==> config.mk <==
export PLATFORM = sky130hd
export DESIGN_NAME = sbat_top
export DESIGN_NICKNAME = d
export VERILOG_FILES = /design/src/logic/sbat_top.v /design/src/logic/sbat_edge.v /design/src/logic/sbat_counter.v
export VERILOG_INCLUDE_DIRS = /design/src /design/src/logic
export SDC_FILE = /design/constraint.sdc
export NUM_CORES = 1
export LEC_CHECK = 0
export ABC_CLOCK_PERIOD_IN_PS = 6350
export BUFFER_PORTS_ARGS = -buffer_cell sky130_fd_sc_hd__buf_2
export CORE_MARGIN = 3
export CORE_UTILIZATION = 45
export DETAILED_ROUTE_END_ITERATION = 10
export GPL_ROUTABILITY_DRIVEN = 1
export PLACE_DENSITY_LB_ADDON = 0.25
export REMOVE_ABC_BUFFERS = 1
export SKIP_CTS_REPAIR_TIMING = 1
export SYNTH_ARGS = -nofsm -noshare
export SYNTH_HDL_FRONTEND = slang
export SYNTH_SLANG_ARGS = --single-unit
==> constraint.sdc <==
create_clock -name pclk -period 6.35 [get_ports pclk]
set_clock_uncertainty 0.05 [all_clocks]
set_input_delay 0.3175 -clock pclk [delete_from_list [all_inputs] [get_ports pclk]]
set_output_delay 0.3175 -clock pclk [all_outputs]
set_load 0.02 [all_outputs]
==> src/logic/sbat_defines.vh <==
// Constants of the serial bus arbiter bit timer
`ifndef SBAT_DEFINES_VH
`define SBAT_DEFINES_VH

// Register indices, byte address is four times the index
`define SBAT_IDX_COUNT 4'hb
`define SBAT_IDX_CTRL 4'hc
`define SBAT_IDX_IRQ_STAT 4'hd
`define SBAT_IDX_IRQ_MASK 4'he

// Control register fields
`define SBAT_CTL_MODE_HI 7
`define SBAT_CTL_MODE_LO 6
`define SBAT_CTL_LOST 5
`define SBAT_CTL_ACLK 4
`define SBAT_CTL_DONE 3
`define SBAT_CTL_RUN 2
`define SBAT_CTL_OVF 1
`define SBAT_CTL_TOP 0

// Interrupt status and mask fields
`define SBAT_IRQ_DONE 0
`define SBAT_IRQ_LOST 1
`define SBAT_IRQ_OVF 2

// Mode field encodings
`define SBAT_MODE_IDLE 2'b00
`define SBAT_MODE_MEAS 2'b01
`define SBAT_MODE_ARB 2'b10

// Reset values
`define SBAT_RST_COUNT 9'h000
`define SBAT_RST_MODE 2'b00
`define SBAT_RST_IRQ 3'h0

// Arbitration sample points in counter ticks
`define SBAT_ARB_TGT_BUS 9'h038
`define SBAT_ARB_TGT_PRE 9'h008

`endif

==> src/logic/sbat_top.v <==
// Serial bus arbiter bit timer with APB register access
//
// Decided for this implementation: the APB slave port.
`timescale 1ns/1ps
`include "sbat_defines.vh"

// What this block does
// - Low eight counter bits read as a read-only byte, zero after reset.
// - Any control register write clears the low eight counter bits.
// - Mode 00 holds the counter cleared and idle.
// - Clock select zero advances the counter at half the bus clock.
// - Clock select zero: falling receive edge starts, next falling edge stops.
// - Running flag shows counting; done flag sets when second fall stops it.
// - Clock select one advances at half the prescaled serial clock.
// - Clock select one starts on a low receive level, even at enable.
// - Clock select one stops at the next rising receive edge.
// - Mode 10 selects bus arbitration.
// - Arbitration restarts the counter on each rising transmit edge until arbitration is lost.
// - Receive is sampled at count 38h or 08h; low sets lost flag.
// - Lost flag forces the transmit pin high.
// - Transmit low before any receive low resets and waits for next rise.
// - Mode field: 00 idle, 01 measurement, 10 arbitration, 11 reserved.
// - Lost flag clears only by writing zero to the upper mode bit.
// - Counter overflow sets a flag cleared by any control write.
// - Counter top bit reads in control, cleared by any control write.
module sbat_top (
    // APB clock and reset
    input wire pclk,
    input wire presetn,
    // APB slave
    input wire psel,
    input wire penable,
    input wire pwrite,
    input wire [7:0] paddr,
    input wire [31:0] pwdata,
    output reg [31:0] prdata,
    output wire pready,
    output wire pslverr,
    // Serial side
    input wire rxd,
    input wire serial_tx_internal,
    input wire presc_tick,
    output wire txd_pin,
    // Interrupt
    output wire irq
);

// ----------------------------------------------------------------
// State codes
// ----------------------------------------------------------------
localparam ST_IDLE = 3'd0;
localparam ST_MWAIT = 3'd1;
localparam ST_MRUN = 3'd2;
localparam ST_MDONE = 3'd3;
localparam ST_AWAIT = 3'd4;
localparam ST_COUNT_RUNNING_FLAG = 3'd5;
localparam ST_AHOLD = 3'd6;

// ----------------------------------------------------------------
// Declarations
// ----------------------------------------------------------------
reg [2:0] st_q;
reg [2:0] st_d;
reg [1:0] arb_mode_field_q;
reg aclk_sel_q;
reg arb_lost_flag_q;
reg measure_done_flag_q;
reg count_overflow_flag_q;
reg phase_q;
reg smp_q;
reg smp_d;
reg [2:0] irq_stat_q;
reg [2:0] irq_mask_q;
reg [31:0] rdata_d;
reg cnt_clr;
reg count_running_flag;
reg done_set;
reg lost_set;
wire [8:0] cnt_q;
wire cnt_wrap;
wire cnt_inc;
wire src_tick;
wire rx_rise;
wire rx_fall;
wire tx_rise;
wire tx_fall;
wire setup;
wire access;
wire hit_count;
wire hit_ctrl;
wire hit_stat;
wire hit_mask;
wire hit;
wire wr_ctrl;
wire wr_mask;
wire rd_stat;
wire [1:0] wr_mode;
wire [8:0] arb_target;
wire [2:0] irq_ev;

// ----------------------------------------------------------------
// APB decode
// ----------------------------------------------------------------
assign setup = psel & ~penable;
assign access = psel & penable;
assign hit_count = (paddr == {2'b00, `SBAT_IDX_COUNT, 2'b00});
assign hit_ctrl = (paddr == {2'b00, `SBAT_IDX_CTRL, 2'b00});
assign hit_stat = (paddr == {2'b00, `SBAT_IDX_IRQ_STAT, 2'b00});
assign hit_mask = (paddr == {2'b00, `SBAT_IDX_IRQ_MASK, 2'b00});
assign hit = hit_count | hit_ctrl | hit_stat | hit_mask;

// Read data is captured in the setup cycle, so no wait state is needed
assign pready = access;
assign pslverr = access & ~hit;

// Count register takes no write and gives no error for one
assign wr_ctrl = access & pwrite & hit_ctrl;
assign wr_mask = access & pwrite & hit_mask;
assign rd_stat = access & ~pwrite & hit_stat;
assign wr_mode = {pwdata[`SBAT_CTL_MODE_HI], pwdata[`SBAT_CTL_MODE_LO]};

// ----------------------------------------------------------------
// Edge detectors
// ----------------------------------------------------------------
sbat_edge u_rx_edge (
    .pclk(pclk),
    .presetn(presetn),
    .din(rxd),
    .rise(rx_rise),
    .fall(rx_fall)
);

sbat_edge u_tx_edge (
    .pclk(pclk),
    .presetn(presetn),
    .din(serial_tx_internal),
    .rise(tx_rise),
    .fall(tx_fall)
);

// ----------------------------------------------------------------
// Counter clock
// ----------------------------------------------------------------
// Source is the bus clock or the prescaler tick
assign src_tick = aclk_sel_q ? presc_tick : 1'b1;

// Every second source tick advances the counter
assign cnt_inc = count_running_flag & src_tick & phase_q & ~cnt_clr;

always @(posedge pclk or negedge presetn) begin
    if (!presetn) begin
        phase_q <= 1'b0;
    end else if (cnt_clr | ~count_running_flag) begin
        phase_q <= 1'b0;
    end else if (src_tick) begin
        phase_q <= ~phase_q;
    end
end

sbat_counter u_cnt (
    .pclk(pclk),
    .presetn(presetn),
    .clr(cnt_clr),
    .inc(cnt_inc),
    .cnt_q(cnt_q),
    .wrap(cnt_wrap)
);

assign arb_target = aclk_sel_q ? `SBAT_ARB_TGT_PRE : `SBAT_ARB_TGT_BUS;

// ----------------------------------------------------------------
// Mode sequencer
// ----------------------------------------------------------------
always @* begin
    st_d = st_q;
    smp_d = smp_q;
    cnt_clr = 1'b0;
    count_running_flag = 1'b0;
    done_set = 1'b0;
    lost_set = 1'b0;
    case (st_q)
        ST_IDLE: begin
            // Idle keeps the counter in reset
            cnt_clr = 1'b1;
            if (arb_mode_field_q == `SBAT_MODE_MEAS) begin
                st_d = ST_MWAIT;
            end else if (arb_mode_field_q == `SBAT_MODE_ARB) begin
                st_d = ST_AWAIT;
            end
        end
        ST_MWAIT: begin
            if (!aclk_sel_q && rx_fall) begin
                cnt_clr = 1'b1;
                st_d = ST_MRUN;
            end else if (aclk_sel_q && !rxd) begin
                // Level test also covers a line already low
                cnt_clr = 1'b1;
                st_d = ST_MRUN;
            end
        end
        ST_MRUN: begin
            count_running_flag = 1'b1;
            if ((!aclk_sel_q && rx_fall) || (aclk_sel_q && rx_rise)) begin
                done_set = 1'b1;
                st_d = ST_MDONE;
            end
        end
        ST_MDONE: begin
            // Captured length stays for software
            st_d = ST_MDONE;
        end
        ST_AWAIT: begin
            if (tx_rise) begin
                cnt_clr = 1'b1;
                smp_d = 1'b0;
                st_d = ST_COUNT_RUNNING_FLAG;
            end
        end
        ST_COUNT_RUNNING_FLAG: begin
            count_running_flag = 1'b1;
            if (tx_rise) begin
                cnt_clr = 1'b1;
                smp_d = 1'b0;
            end else if (cnt_q == arb_target && !smp_q) begin
                smp_d = 1'b1;
                if (!rxd) begin
                    lost_set = 1'b1;
                    st_d = ST_AHOLD;
                end
            end else if (tx_fall) begin
                // Own low bit went out unopposed
                cnt_clr = 1'b1;
                st_d = ST_AWAIT;
            end
        end
        ST_AHOLD: begin
            // Counter freezes until software re-arms
            st_d = ST_AHOLD;
        end
        default: begin
            st_d = ST_IDLE;
        end
    endcase
    // Reserved and idle settings fall back to reset
    if (arb_mode_field_q != `SBAT_MODE_MEAS &&
        arb_mode_field_q != `SBAT_MODE_ARB) begin
        st_d = ST_IDLE;
        cnt_clr = 1'b1;
        count_running_flag = 1'b0;
    end
    // A control write restarts whatever mode is written
    if (wr_ctrl) begin
        cnt_clr = 1'b1;
        smp_d = 1'b0;
        if (wr_mode == `SBAT_MODE_MEAS) begin
            st_d = ST_MWAIT;
        end else if (wr_mode == `SBAT_MODE_ARB) begin
            st_d = ST_AWAIT;
        end else begin
            st_d = ST_IDLE;
        end
    end
end

always @(posedge pclk or negedge presetn) begin
    if (!presetn) begin
        st_q <= ST_IDLE;
        smp_q <= 1'b0;
    end else begin
        st_q <= st_d;
        smp_q <= smp_d;
    end
end

// ----------------------------------------------------------------
// Control register
// ----------------------------------------------------------------
always @(posedge pclk or negedge presetn) begin
    if (!presetn) begin
        arb_mode_field_q <= `SBAT_RST_MODE;
        aclk_sel_q <= 1'b0;
    end else if (wr_ctrl) begin
        arb_mode_field_q <= wr_mode;
        aclk_sel_q <= pwdata[`SBAT_CTL_ACLK];
    end
end

// Hardware set wins over a same-cycle clear
always @(posedge pclk or negedge presetn) begin
    if (!presetn) begin
        arb_lost_flag_q <= 1'b0;
    end else if (lost_set) begin
        arb_lost_flag_q <= 1'b1;
    end else if (wr_ctrl && !pwdata[`SBAT_CTL_MODE_HI]) begin
        arb_lost_flag_q <= 1'b0;
    end
end

always @(posedge pclk or negedge presetn) begin
    if (!presetn) begin
        measure_done_flag_q <= 1'b0;
    end else if (done_set) begin
        measure_done_flag_q <= 1'b1;
    end else if (wr_ctrl) begin
        measure_done_flag_q <= 1'b0;
    end
end

always @(posedge pclk or negedge presetn) begin
    if (!presetn) begin
        count_overflow_flag_q <= 1'b0;
    end else if (cnt_wrap) begin
        count_overflow_flag_q <= 1'b1;
    end else if (wr_ctrl) begin
        count_overflow_flag_q <= 1'b0;
    end
end

// ----------------------------------------------------------------
// Transmit override
// ----------------------------------------------------------------
// Recessive level keeps the loser off the shared wire
assign txd_pin = serial_tx_internal | arb_lost_flag_q;

// ----------------------------------------------------------------
// Interrupt status and mask
// ----------------------------------------------------------------
assign irq_ev[`SBAT_IRQ_DONE] = done_set;
assign irq_ev[`SBAT_IRQ_LOST] = lost_set;
assign irq_ev[`SBAT_IRQ_OVF] = cnt_wrap;

// Read clears the status; a fresh event in that cycle survives
always @(posedge pclk or negedge presetn) begin
    if (!presetn) begin
        irq_stat_q <= `SBAT_RST_IRQ;
    end else if (rd_stat) begin
        irq_stat_q <= irq_ev;
    end else begin
        irq_stat_q <= irq_stat_q | irq_ev;
    end
end

always @(posedge pclk or negedge presetn) begin
    if (!presetn) begin
        irq_mask_q <= `SBAT_RST_IRQ;
    end else if (wr_mask) begin
        irq_mask_q <= pwdata[2:0];
    end
end

assign irq = |(irq_stat_q & irq_mask_q);

// ----------------------------------------------------------------
// Read data
// ----------------------------------------------------------------
always @* begin
    rdata_d = 32'h0000_0000;
    if (hit_count) begin
        rdata_d[7:0] = cnt_q[7:0];
    end else if (hit_ctrl) begin
        rdata_d[`SBAT_CTL_MODE_HI] = arb_mode_field_q[1];
        rdata_d[`SBAT_CTL_MODE_LO] = arb_mode_field_q[0];
        rdata_d[`SBAT_CTL_LOST] = arb_lost_flag_q;
        rdata_d[`SBAT_CTL_ACLK] = aclk_sel_q;
        rdata_d[`SBAT_CTL_DONE] = measure_done_flag_q;
        rdata_d[`SBAT_CTL_RUN] = count_running_flag;
        rdata_d[`SBAT_CTL_OVF] = count_overflow_flag_q;
        rdata_d[`SBAT_CTL_TOP] = cnt_q[8];
    end else if (hit_stat) begin
        rdata_d[2:0] = irq_stat_q;
    end else if (hit_mask) begin
        rdata_d[2:0] = irq_mask_q;
    end
end

// Snapshot taken at setup; value is that of the setup cycle
always @(posedge pclk or negedge presetn) begin
    if (!presetn) begin
        prdata <= 32'h0000_0000;
    end else if (setup && !pwrite) begin
        prdata <= rdata_d;
    end
end

endmodule // sbat_top

==> src/logic/sbat_edge.v <==
// Edge detector for a synchronous level
`timescale 1ns/1ps

module sbat_edge (
    // Clock and reset
    input wire pclk,
    input wire presetn,
    // Level in
    input wire din,
    // Edge pulses
    output wire rise,
    output wire fall
);

reg prev_q;

// Idle line is high, so the history starts high
always @(posedge pclk or negedge presetn) begin
    if (!presetn) begin
        prev_q <= 1'b1;
    end else begin
        prev_q <= din;
    end
end

assign rise = din & ~prev_q;
assign fall = ~din & prev_q;

endmodule // sbat_edge

==> src/logic/sbat_counter.v <==
// Nine-bit counter with wrap pulse
`timescale 1ns/1ps
`include "sbat_defines.vh"

module sbat_counter (
    // Clock and reset
    input wire pclk,
    input wire presetn,
    // Control
    input wire clr,
    input wire inc,
    // Status
    output reg [8:0] cnt_q,
    output wire wrap
);

assign wrap = inc & (&cnt_q);

// Clear takes priority over an advance in the same cycle
always @(posedge pclk or negedge presetn) begin
    if (!presetn) begin
        cnt_q <= `SBAT_RST_COUNT;
    end else if (clr) begin
        cnt_q <= `SBAT_RST_COUNT;
    end else if (inc) begin
        cnt_q <= cnt_q + 9'h001;
    end
end

endmodule // sbat_counter

==> out/metrics.csv, run 1 <==
metric;value;unit
max-clock-path-buffers;2;
final_cells;340;
regToRegStartpoint;st_q[0];
hpwl;3.54;mm
grt_pass1_wl;7.95;mm
syn-cell-area;2310;um2
synth_edf_count;0;
nFillCells;463;
rrSetupSlack;3620;ps
async_reset_ff_share;100;%
worstMarginPinSlew;1080;ps
clock.fmax;0.366;GHz
finalWirelength;4.76;mm
fin_crit_sh;43.1;%
worstSetupPathType;register to register;
cts_inserted_buffers;5;
grtUsageTotal;16.7;%
cts_root_buf;clkbuf_8;
fin_crit;2730;ps
overflow;0;
ant_nets;0;
totalPowerFinal;513;uW
cts_tree;done;
ir_drop;0.0943;mV
core_area;4850;um2
globalplace.congestion;0.876;
numPortBuffers;33;
hold_viol;0;
status;finished clean;
h-tree-depth;2;
drt-initial-drc-count;148;
slew_headroom;27.9;%
powerDensity;202;nW/um2
synth_area_leader_cell;dfrtp_1;
grt_max_degree;37;
synth_ff_type;dfrtp_1;
dr.pass1.iters;4;
synth_common_cells;dfrtp_1 (34), nor2_1 (28), buf_4 (25);
clock_latency;290;ps
synthCells;242;
fin_area;2530;um2
synth_seq_cells;36;
netlist_top_cells_area;dfrtp_1 (37%), buf_4 (8.1%), nor2_1 (4.5%);
cts.sinks;36;
grt_antenna_before_repair;0;
vias;1778;
crit_end;u_cnt.cnt_q[5];
setup_viol;0;
synth_warnings;0;
die_area;6040;um2
startpoint_type;register;
hp-class;input pin to asynchronous set/reset pin;
drive_above_1_share;22.3;%
final-max-slew-violation-count;0;
ioPinCount;84;
synth_top_area_share;36.8;%
fin_tns_setup;0;ps
reg2reg_depth;5;
synth.distinct_cells;58;
die_w;77.7;um
drc;0;
dieHeight;77.7;um
place_area;2430;um2
wire_per_inst;14.0;um
grt_pass1_vias;1612;
critPathCaptureType;register;
final_nets;325;
max_cap_violations;0;
hold_slack;60.7;ps
rsz0062_at_grt;no;
clk_pin_slew;70;ps
dp.cells;332;
p_leak;1.13;nW
r2r-end;u_cnt.cnt_q[5];
critPathArrivalTime;2830;ps
avgSynthCellArea;9.56;um2
critical_path_required;6440;ps
synth_seq_area_share;39.0;%
crit_path_max_fanout;16;
yosysMostFrequentCell;dfrtp_1;
num_antenna_cells;0;
viasPerCell;5.23;
row_count;25;
initial_core_util;47.7;%
syn_to_final_growth;9.57;%
startpoint;st_q[0];
## worst min-delay path by stage
stage / from / to / slack [ps] / depth (start not counted)
floorplan: presetn / aclk_sel_q / -30 / 0
detailed placement: presetn / st_q[2] / 400 / 1
global placement: presetn / st_q[2] / 410 / 1
CTS: presetn / aclk_sel_q / 90 / 1
global route: rxd / u_rx_edge.prev_q / 100 / 1
finish: presetn / st_q[2] / 60 / 1
## logic make-up (layout without fill, tap and decap cells)
group | count (synthesis) | in the layout | share of synthesized area [%]
multiplexers | 8 | 8 | 3.73
XOR/XNOR | 8 | 8 | 3.03
other | 1 | 24 | 0.162
AND/OR/NAND/NOR | 92 | 92 | 22.9
adder cells (fa/ha/maj) | 5 | 5 | 2.70
buffers and inverters | 44 | 52 | 11.5
flip-flops | 36 | 36 | 39.0
AO/OA/AOI/OAI | 48 | 48 | 16.9
## per-stage QoR
| step | setup slack, ps | util (%) |
|---|---|---|
| 2_1_floorplan | 3910 | - |
| 3_3_place_gp | 3590 | 50.1 |
| 3_5_place_dp | 3600 | 50.1 |
| 4_1_cts | 3590 | 52.3 |
| 5_1_grt | 3330 | 52.3 |
| 6_report | 3620 | 52.3 |
## power breakdown
group	internal (mW)	leakage (nW)	switching [mW]
clock network	0.116	0.0552	0.0821
registers	0.240	0.477	0.00596
logic	0.0214	0.595	0.0473
## critical path, cell delays in order (launching register included)
cell       delay, ps
dfrtp_1          540
or3b_2           620
a2111oi_2        940
nand4_1          200
xor2_1           190
nor2_1            50
## routing by layer
layer | GRT usage, % | wire length, um | vias to the layer above | share of wire [%]
met5 | 0 | 0 | - | 0
met4 | 6.94 | 63 | 0 | 1.3
met3 | 3.25 | 233 | 7 | 4.9
met2 | 25.7 | 2190 | 42 | 46
met1 | 22.9 | 2270 | 854 | 48
li1 | - | - | 875 | -
## cell type report
cell class / instances / area, um2 / share of cell area, %
Inverter: 10 / 37.5 / 1.48
Multi-Input combinational cell: 185 / 1230 / 48.5
Clock inverter: 2 / 35.0 / 1.38
Timing Repair Buffer: 34 / 173 / 6.81
Clock buffer: 6 / 72.6 / 2.86
Tap cell: 67 / 83.8 / 3.31
Sequential cell: 36 / 903 / 35.6
## registers in the layout, summed over array words and instances (netlist names)
signal	cells
irq_stat_q	3
prdata	8
measure_done_flag_q	1
arb_lost_flag_q	1
count_overflow_flag_q	1
aclk_sel_q	1
smp_q	1
u_tx_edge.prev_q	1
u_rx_edge.prev_q	1
u_cnt.cnt_q	9
st_q	3
phase_q	1
irq_mask_q	3
arb_mode_field_q	2
## layout by cell type (no fill, tap or decap), types with 3 or more instances in the layout
master / n
a21o_1: 3
a21oi_1: 12
a221oi_1: 3
a22oi_1: 5
and3_1: 4
buf_2: 33
clkbuf_8: 5
conb_1: 24
dfrtp_1: 34
ha_1: 5
inv_1: 10
mux2_2: 5
mux2i_1: 3
nand2_1: 14
nand2b_1: 7
nand3_1: 3
nand4_1: 3
nor2_1: 28
nor2b_1: 4
nor3b_1: 5
nor4_1: 3
nor4b_1: 3
o21ai_0: 4
xor2_1: 6
(Power assumes the default switching activity.)
==> run 2: changes to the inputs <==
--- a/config.mk
+++ b/config.mk
@@ -6,7 +6,7 @@
 export SDC_FILE = /design/constraint.sdc
 export NUM_CORES = 1
 export LEC_CHECK = 0
-export ABC_CLOCK_PERIOD_IN_PS = 6350
+export ABC_CLOCK_PERIOD_IN_PS = 2190
 export BUFFER_PORTS_ARGS = -buffer_cell sky130_fd_sc_hd__buf_2
 export CORE_MARGIN = 3
 export CORE_UTILIZATION = 45
==> constraint.sdc (replaced) <==
create_clock -name pclk -period 2.19 [get_ports pclk]
set_clock_uncertainty 0.05 [all_clocks]
set_input_delay 0.1095 -clock pclk [delete_from_list [all_inputs] [get_ports pclk]]
set_output_delay 0.1095 -clock pclk [all_outputs]
set_load 0.02 [all_outputs]
==> out/metrics.csv, run 2 (synthesis results as in run 1) <==
metric;value;unit;change
largest_reg_flops;9;;unchanged
p_comb_share;14.9;%;+1.5 points
switching_share;27.9;%;+1.5 points
m1WireLength;2.38;mm;+4.8%
syn_to_final_growth;17.8;%;
critPathArrivalTime;2270;ps;-560 ps
final-max-slew-violation-count;0;;unchanged
wl_met3;275;um;+18%
numPortBuffers;33;;unchanged
final_nets;348;;+7.1%
drc;0;;unchanged
max_cap_violations;0;;unchanged
grt_pass1_vias;1755;;+8.9%
viasPerCell;5.09;;-2.8%
drt-initial-drc-count;105;;-29%
rrSetupSlack;50;ps;-3570 ps
clock_latency;290;ps;about the same
cts.sinks;36;;unchanged
totalPowerFinal;1.41;mW;+170%
powerDensity;516;nW/um2;+150%
setup_viol;0;;unchanged
worstSetupPathType;register to register;;
core_area;4850;um2;unchanged
final_cells;363;;+6.8%
place_area;2570;um2;+5.9%
regArea;903;um2;unchanged
reg2reg_depth;6;;+1
cts_tree;done;;
critical_path_required;2320;ps;-4120 ps
hold_slack;-6.34;ps;-67.0 ps
path_delay_family;simple AND/OR/NAND/NOR gates;;
clockPowerShare;34.6;%;-4.1 points
row_count;25;;unchanged
clock.fmax;0.467;GHz;+28%
pwr-share-seq;50.5;%;+2.6 points
clk_pin_slew;70;ps;about the same
startpoint_type;register;;
num_antenna_cells;0;;unchanged
grt_max_degree;37;;unchanged
violations;negative hold slack;;
top_layer;met4;;
grtUsageTotal;17.8;%;+1.1 points
max-clock-path-buffers;2;;unchanged
slowest_delay;560;ps;-380 ps
critPathCaptureType;register;;
grt_antenna_before_repair;0;;unchanged
hp-class;input pin to register;;
multi_input_area;1250;um2;+2.0%
cp_cell_sequence;or4b_4 -> a2111oi_4 -> buf_4 -> and4b_2 -> nor4b_2 -> o21a_1;;
wl_met2;2.46;mm;+12%
nFillCells;474;;+2.4%
dr.pass1.iters;4;;unchanged
layout_common_cells;dfrtp_1 (34), buf_2 (33), nor2_1 (28);;
reg_top3;u_cnt.cnt_q x9, prdata x8;;
rsz0062_at_grt;yes;;
p_int;1.01;mW;+170%
worst-path-buf-inv;1;;+1
worstMarginPinSlew;795;ps;-284 ps
h-tree-depth;2;;unchanged
wire_per_inst;14.2;um;+1.8%
p_leak;1.24;nW;+10%
die_area;6040;um2;unchanged
initial_core_util;47.7;%;unchanged
p_switching;392;uW;+190%
die_w;77.7;um;unchanged
largest_register;u_cnt.cnt_q;;
ioPinCount;84;;unchanged
cts_root_buf;clkbuf_8;;
r2r-end;st_q[1];;
slowest_stage;or4b_4;;
path_depth;6;;+1
fin_crit;2140;ps;-593 ps
hold_viol;1;;+1
overflow;0;;unchanged
whs_endpoint;irq_mask_q[1];;
finalWirelength;5.17;mm;+8.6%
fin_area;2730;um2;+7.5%
dp.cells;351;;+5.7%
regToRegStartpoint;u_cnt.cnt_q[7];;
hp-start;pwdata[1];;
cts_inserted_buffers;5;;unchanged
slew_headroom;47.0;%;+19 points
ant_nets;0;;unchanged
hpwl;3.98;mm;+12%
globalplace.congestion;0.865;;-1.3%
min_path_cells;2;;
layout_commonest_cell;dfrtp_1;;
grt_pass1_wl;8.42;mm;+6.0%
dieHeight;77.7;um;unchanged
ir_drop;0.285;mV;+200%
fin_tns_setup;0;ps;unchanged
fin_crit_sh;97.8;%;+55 points
vias;1846;;+3.8%
crit_path_max_fanout;4;;-12
drive_above_1_share;28.7;%;+6.4 points
status;finished with violations;;
[run 2: layer usage]
metal  global-route usage [%]  vias to the layer above
met3                     4.41                        5
met4                     5.16                        0
met5                        0                        -
met2                     27.4                       46
li1                         -                      923
met1                     24.7                      872
[run 2: per-stage QoR]
step,setup WS [ps],utilization [%]
5_1_grt,-30.3,56.2
6_report,48.5,56.2
2_1_floorplan,-245,-
3_5_place_dp,-8.91,53.0
3_3_place_gp,-9.66,53.0
4_1_cts,-38.5,54.9
[run 2: worst max path at each step]
stage	startpoint	end	slack [ps]
floorplan	st_q[0]	u_cnt.cnt_q[5]	-250
global route	u_cnt.cnt_q[7]	st_q[2]	-30
global placement	u_cnt.cnt_q[2]	st_q[2]	-10
CTS	u_cnt.cnt_q[2]	st_q[2]	-40
detailed placement	u_cnt.cnt_q[2]	st_q[2]	-9
finish	u_cnt.cnt_q[7]	st_q[1]	50
[run 2: layout make-up]
| class | count | area share, % |
|---|---|---|
| Sequential cell | 36 | 33.1 |
| Timing Repair Buffer | 57 | 12.9 |
| Multi-Input combinational cell | 185 | 46.1 |
| Inverter | 10 | 1.38 |
| Clock inverter | 2 | 0.367 |
| Tap cell | 67 | 3.08 |
| Clock buffer | 6 | 3.03 |
[run 2: power by group through the flow]
stage / registers, mW / logic [mW] / clock network, mW
after floorplan: 0.754 / 0.0933 / 0
final: 0.710 / 0.210 / 0.486
after global routing: 0.714 / 0.230 / 0.539
after global placement: 0.722 / 0.202 / 0
after CTS: 0.710 / 0.205 / 0.506
after detailed placement: 0.723 / 0.205 / 0
==> run 3: changes to the inputs <==
--- a/config.mk
+++ b/config.mk
@@ -6,10 +6,11 @@
 export SDC_FILE = /design/constraint.sdc
 export NUM_CORES = 1
 export LEC_CHECK = 0
+export ABC_AREA = 1
 export ABC_CLOCK_PERIOD_IN_PS = 2190
 export BUFFER_PORTS_ARGS = -buffer_cell sky130_fd_sc_hd__buf_2
 export CORE_MARGIN = 3
-export CORE_UTILIZATION = 45
+export CORE_UTILIZATION = 46
 export DETAILED_ROUTE_END_ITERATION = 10
 export GPL_ROUTABILITY_DRIVEN = 1
 export PLACE_DENSITY_LB_ADDON = 0.25
==> out/metrics.csv, run 3 <==
metric;value;unit;change
max_cap_violations;0;;unchanged
crit_path_max_fanout;12;;+8
switching_share;37.8;%;+9.9 points
hp-class;input pin to register;;
hpwl;4.18;mm;+5.0%
grt_max_degree;37;;unchanged
syn_to_final_growth;13.0;%;
ir_drop;0.373;mV;+31%
syn-cell-area;2420;um2;+4.7%
powerDensity;752;nW/um2;+46%
viasPerCell;4.93;;-3.0%
synth_seq_cells;36;;unchanged
synth_ff_type;dfrtp_1;;
regArea;903;um2;unchanged
async_reset_ff_share;100;%;unchanged
layout_commonest_cell;nand2_1;;
nFillCells;491;;+3.6%
cts_inserted_buffers;5;;unchanged
drive_above_1_share;18.4;%;-10 points
cts.sinks;36;;unchanged
vias;2186;;+18%
multi_input_area;1210;um2;-3.2%
clockPowerShare;28.7;%;-5.9 points
path_delay_family;simple AND/OR/NAND/NOR gates;;
totalPowerFinal;2.06;mW;+46%
hold_viol;1;;unchanged
drt-initial-drc-count;150;;+43%
initial_core_util;49.3;%;+1.6 points
hold_slack;-0.302;ps;+6.03 ps
status;finished with violations;;
p_comb_share;32.2;%;+17 points
synth_warnings;0;;unchanged
startpoint_type;register;;
p_int;1.28;mW;+26%
dieHeight;78.6;um;+1.1%
grtUsageTotal;18.4;%;+0.59 points
worst-path-buf-inv;2;;+1
cp_cell_sequence;inv_1 -> ha_1 -> inv_1 -> nand2_1 -> nor3_4 -> o21ai_0 -> nor2_1;;
synth.distinct_cells;33;;-43%
crit_top_cell;inv_1;;
die_area;6170;um2;+2.2%
yosysMostFrequentCell;nand2_1;;
core_area;4910;um2;+1.3%
fin_crit;1910;ps;-230 ps
grt_antenna_before_repair;0;;unchanged
netlist_top_cells_area;dfrtp_1 (35%), nand2_1 (10%), buf_4 (7.7%);;
fin_tns_setup;0;ps;unchanged
pwr-share-seq;39.1;%;-11 points
overflow;0;;unchanged
clk_pin_slew;70;ps;about the same
max-clock-path-buffers;2;;unchanged
worstMarginPinSlew;786;ps;-9.18 ps
row_count;25;;unchanged
die_w;78.6;um;+1.1%
fin_crit_sh;87.3;%;-10 points
reg_top3;u_cnt.cnt_q x9, prdata x8;;
h-tree-depth;2;;unchanged
num_antenna_cells;0;;unchanged
drc;0;;unchanged
violations;negative hold slack;;
synth_common_cells;nand2_1 (65), inv_1 (48), nor2_1 (35);;
slowest_delay;450;ps;-110 ps
slew_headroom;47.6;%;+0.61 points
setup_viol;0;;unchanged
worstSetupPathType;register to register;;
grt_pass1_wl;8.95;mm;+6.2%
ioPinCount;84;;unchanged
largest_reg_flops;9;;unchanged
numPortBuffers;33;;unchanged
clock_latency;300;ps;about the same
wire_per_inst;12.0;um;-16%
synth_seq_area_share;37.3;%;-1.8 points
avgSynthCellArea;7.27;um2;-24%
cts_tree;done;;
synth_area_leader_cell;dfrtp_1;;
critical_path_required;2370;ps;+50 ps
finalWirelength;5.31;mm;+2.7%
globalplace.congestion;0.870;;+0.57%
final-max-slew-violation-count;0;;unchanged
dr.pass1.iters;5;;+1
largest_register;u_cnt.cnt_q;;
grt_pass1_vias;1993;;+14%
slowest_stage;nor3_4;;
synth_top_area_share;35.1;%;-1.7 points
ant_nets;0;;unchanged
critPathCaptureType;register;;
rsz0062_at_grt;no;;
p_switching;777;uW;+98%
cts_root_buf;clkbuf_8;;
final_nets;428;;+23%
p_leak;1.48;nW;+19%
layout_common_cells;nand2_1 (65), inv_1 (48), nor2_1 (35);;
critPathArrivalTime;2090;ps;-180 ps
synthCells;333;;+38%
synth_edf_count;0;;unchanged
clock.fmax;0.523;GHz;+12%
## run 3: cell count changes after synthesis, sizes merged, moves of 5 or more
cell,previous run,this run
inv,10,52
nand4,3,8
nand2b,7,0
nor3b,5,0
nor3,0,14
clkbuf,8,1
nand2,14,72
nor2,28,41
o21ai,6,23
nand3,3,25
xor2,6,1
a22oi,5,0
## run 3: logic make-up (layout without fill, tap and decap cells)
logic type,count (synthesis),count (layout),share of synthesized area [%]
buffers and inverters,79,99,16.4
other,1,24,0.155
AOI/OAI and AO/OA,43,43,9.66
adders and majority gates,5,5,2.58
and+or+nand+nor,166,166,32.6
muxes,2,2,0.930
DFF,36,36,37.3
xor gates and xnor gates,1,1,0.362
## run 3: routing by layer
| metal | vias up | GRT usage, % | wire length (um) |
|---|---|---|---|
| met5 | - | 0 | 0 |
| met4 | 0 | 6.29 | 49 |
| met3 | 5 | 4.82 | 311 |
| met2 | 61 | 28.7 | 2520 |
| met1 | 1016 | 24.6 | 2430 |
| li1 | 1104 | - | - |
## run 3: path summary, 6_finish.rpt
check	start	endpoint	slack, ps	cells past startpoint
min in group asynchronous	presetn	st_q[1]	380	2
max	arb_mode_field_q[0]	u_cnt.cnt_q[2]	280	7
min	pwdata[4]	aclk_sel_q	-0.3	3
max in group asynchronous	presetn	u_cnt.cnt_q[8]	1210	2
min reg2reg	prdata[3]	prdata[3]	440	2
max reg2reg	arb_mode_field_q[0]	u_cnt.cnt_q[2]	280	7
## run 3: layout make-up
class                   instances  area share (%)
multi-input cells             241            44.4
flip-flops and latches         36            33.0
repair buffers                 39            8.14
inverters                      52            7.32
well taps                      67            3.06
clock buffers                   5            2.51
clock inverters                 3            1.55
## run 3: metrics by stage
| stage | setup slack [ps] | hold WS (ps) | cells | cell area (um2) | util [%] |
|---|---|---|---|---|---|
| after floorplan | 428 | -236 | 329 | 2310 | - |
| after global placement | 118 | 176 | 430 | 2570 | 52.3 |
| after detailed placement | 127 | 181 | 430 | 2570 | 52.3 |
| after CTS | 99.2 | -132 | 438 | 2680 | 54.6 |
| after global routing | 42.3 | 5.82 | 443 | 2740 | 55.7 |
| final | 278 | -0.302 | 443 | 2740 | 55.7 |
## run 3: tightest hold or removal path: stages
cell,delay (ps)
buf_2,70
nand2_1,40
o21ai_0,80
## run 3: power groups by stage
stage | registers (mW) | clock network (mW) | logic [mW]
after global routing | 0.815 | 0.643 | 0.751
after CTS | 0.804 | 0.601 | 0.642
after detailed placement | 0.815 | 0 | 0.643
after global placement | 0.816 | 0 | 0.628
after floorplan | 0.825 | 0 | 0.463
final | 0.805 | 0.591 | 0.662
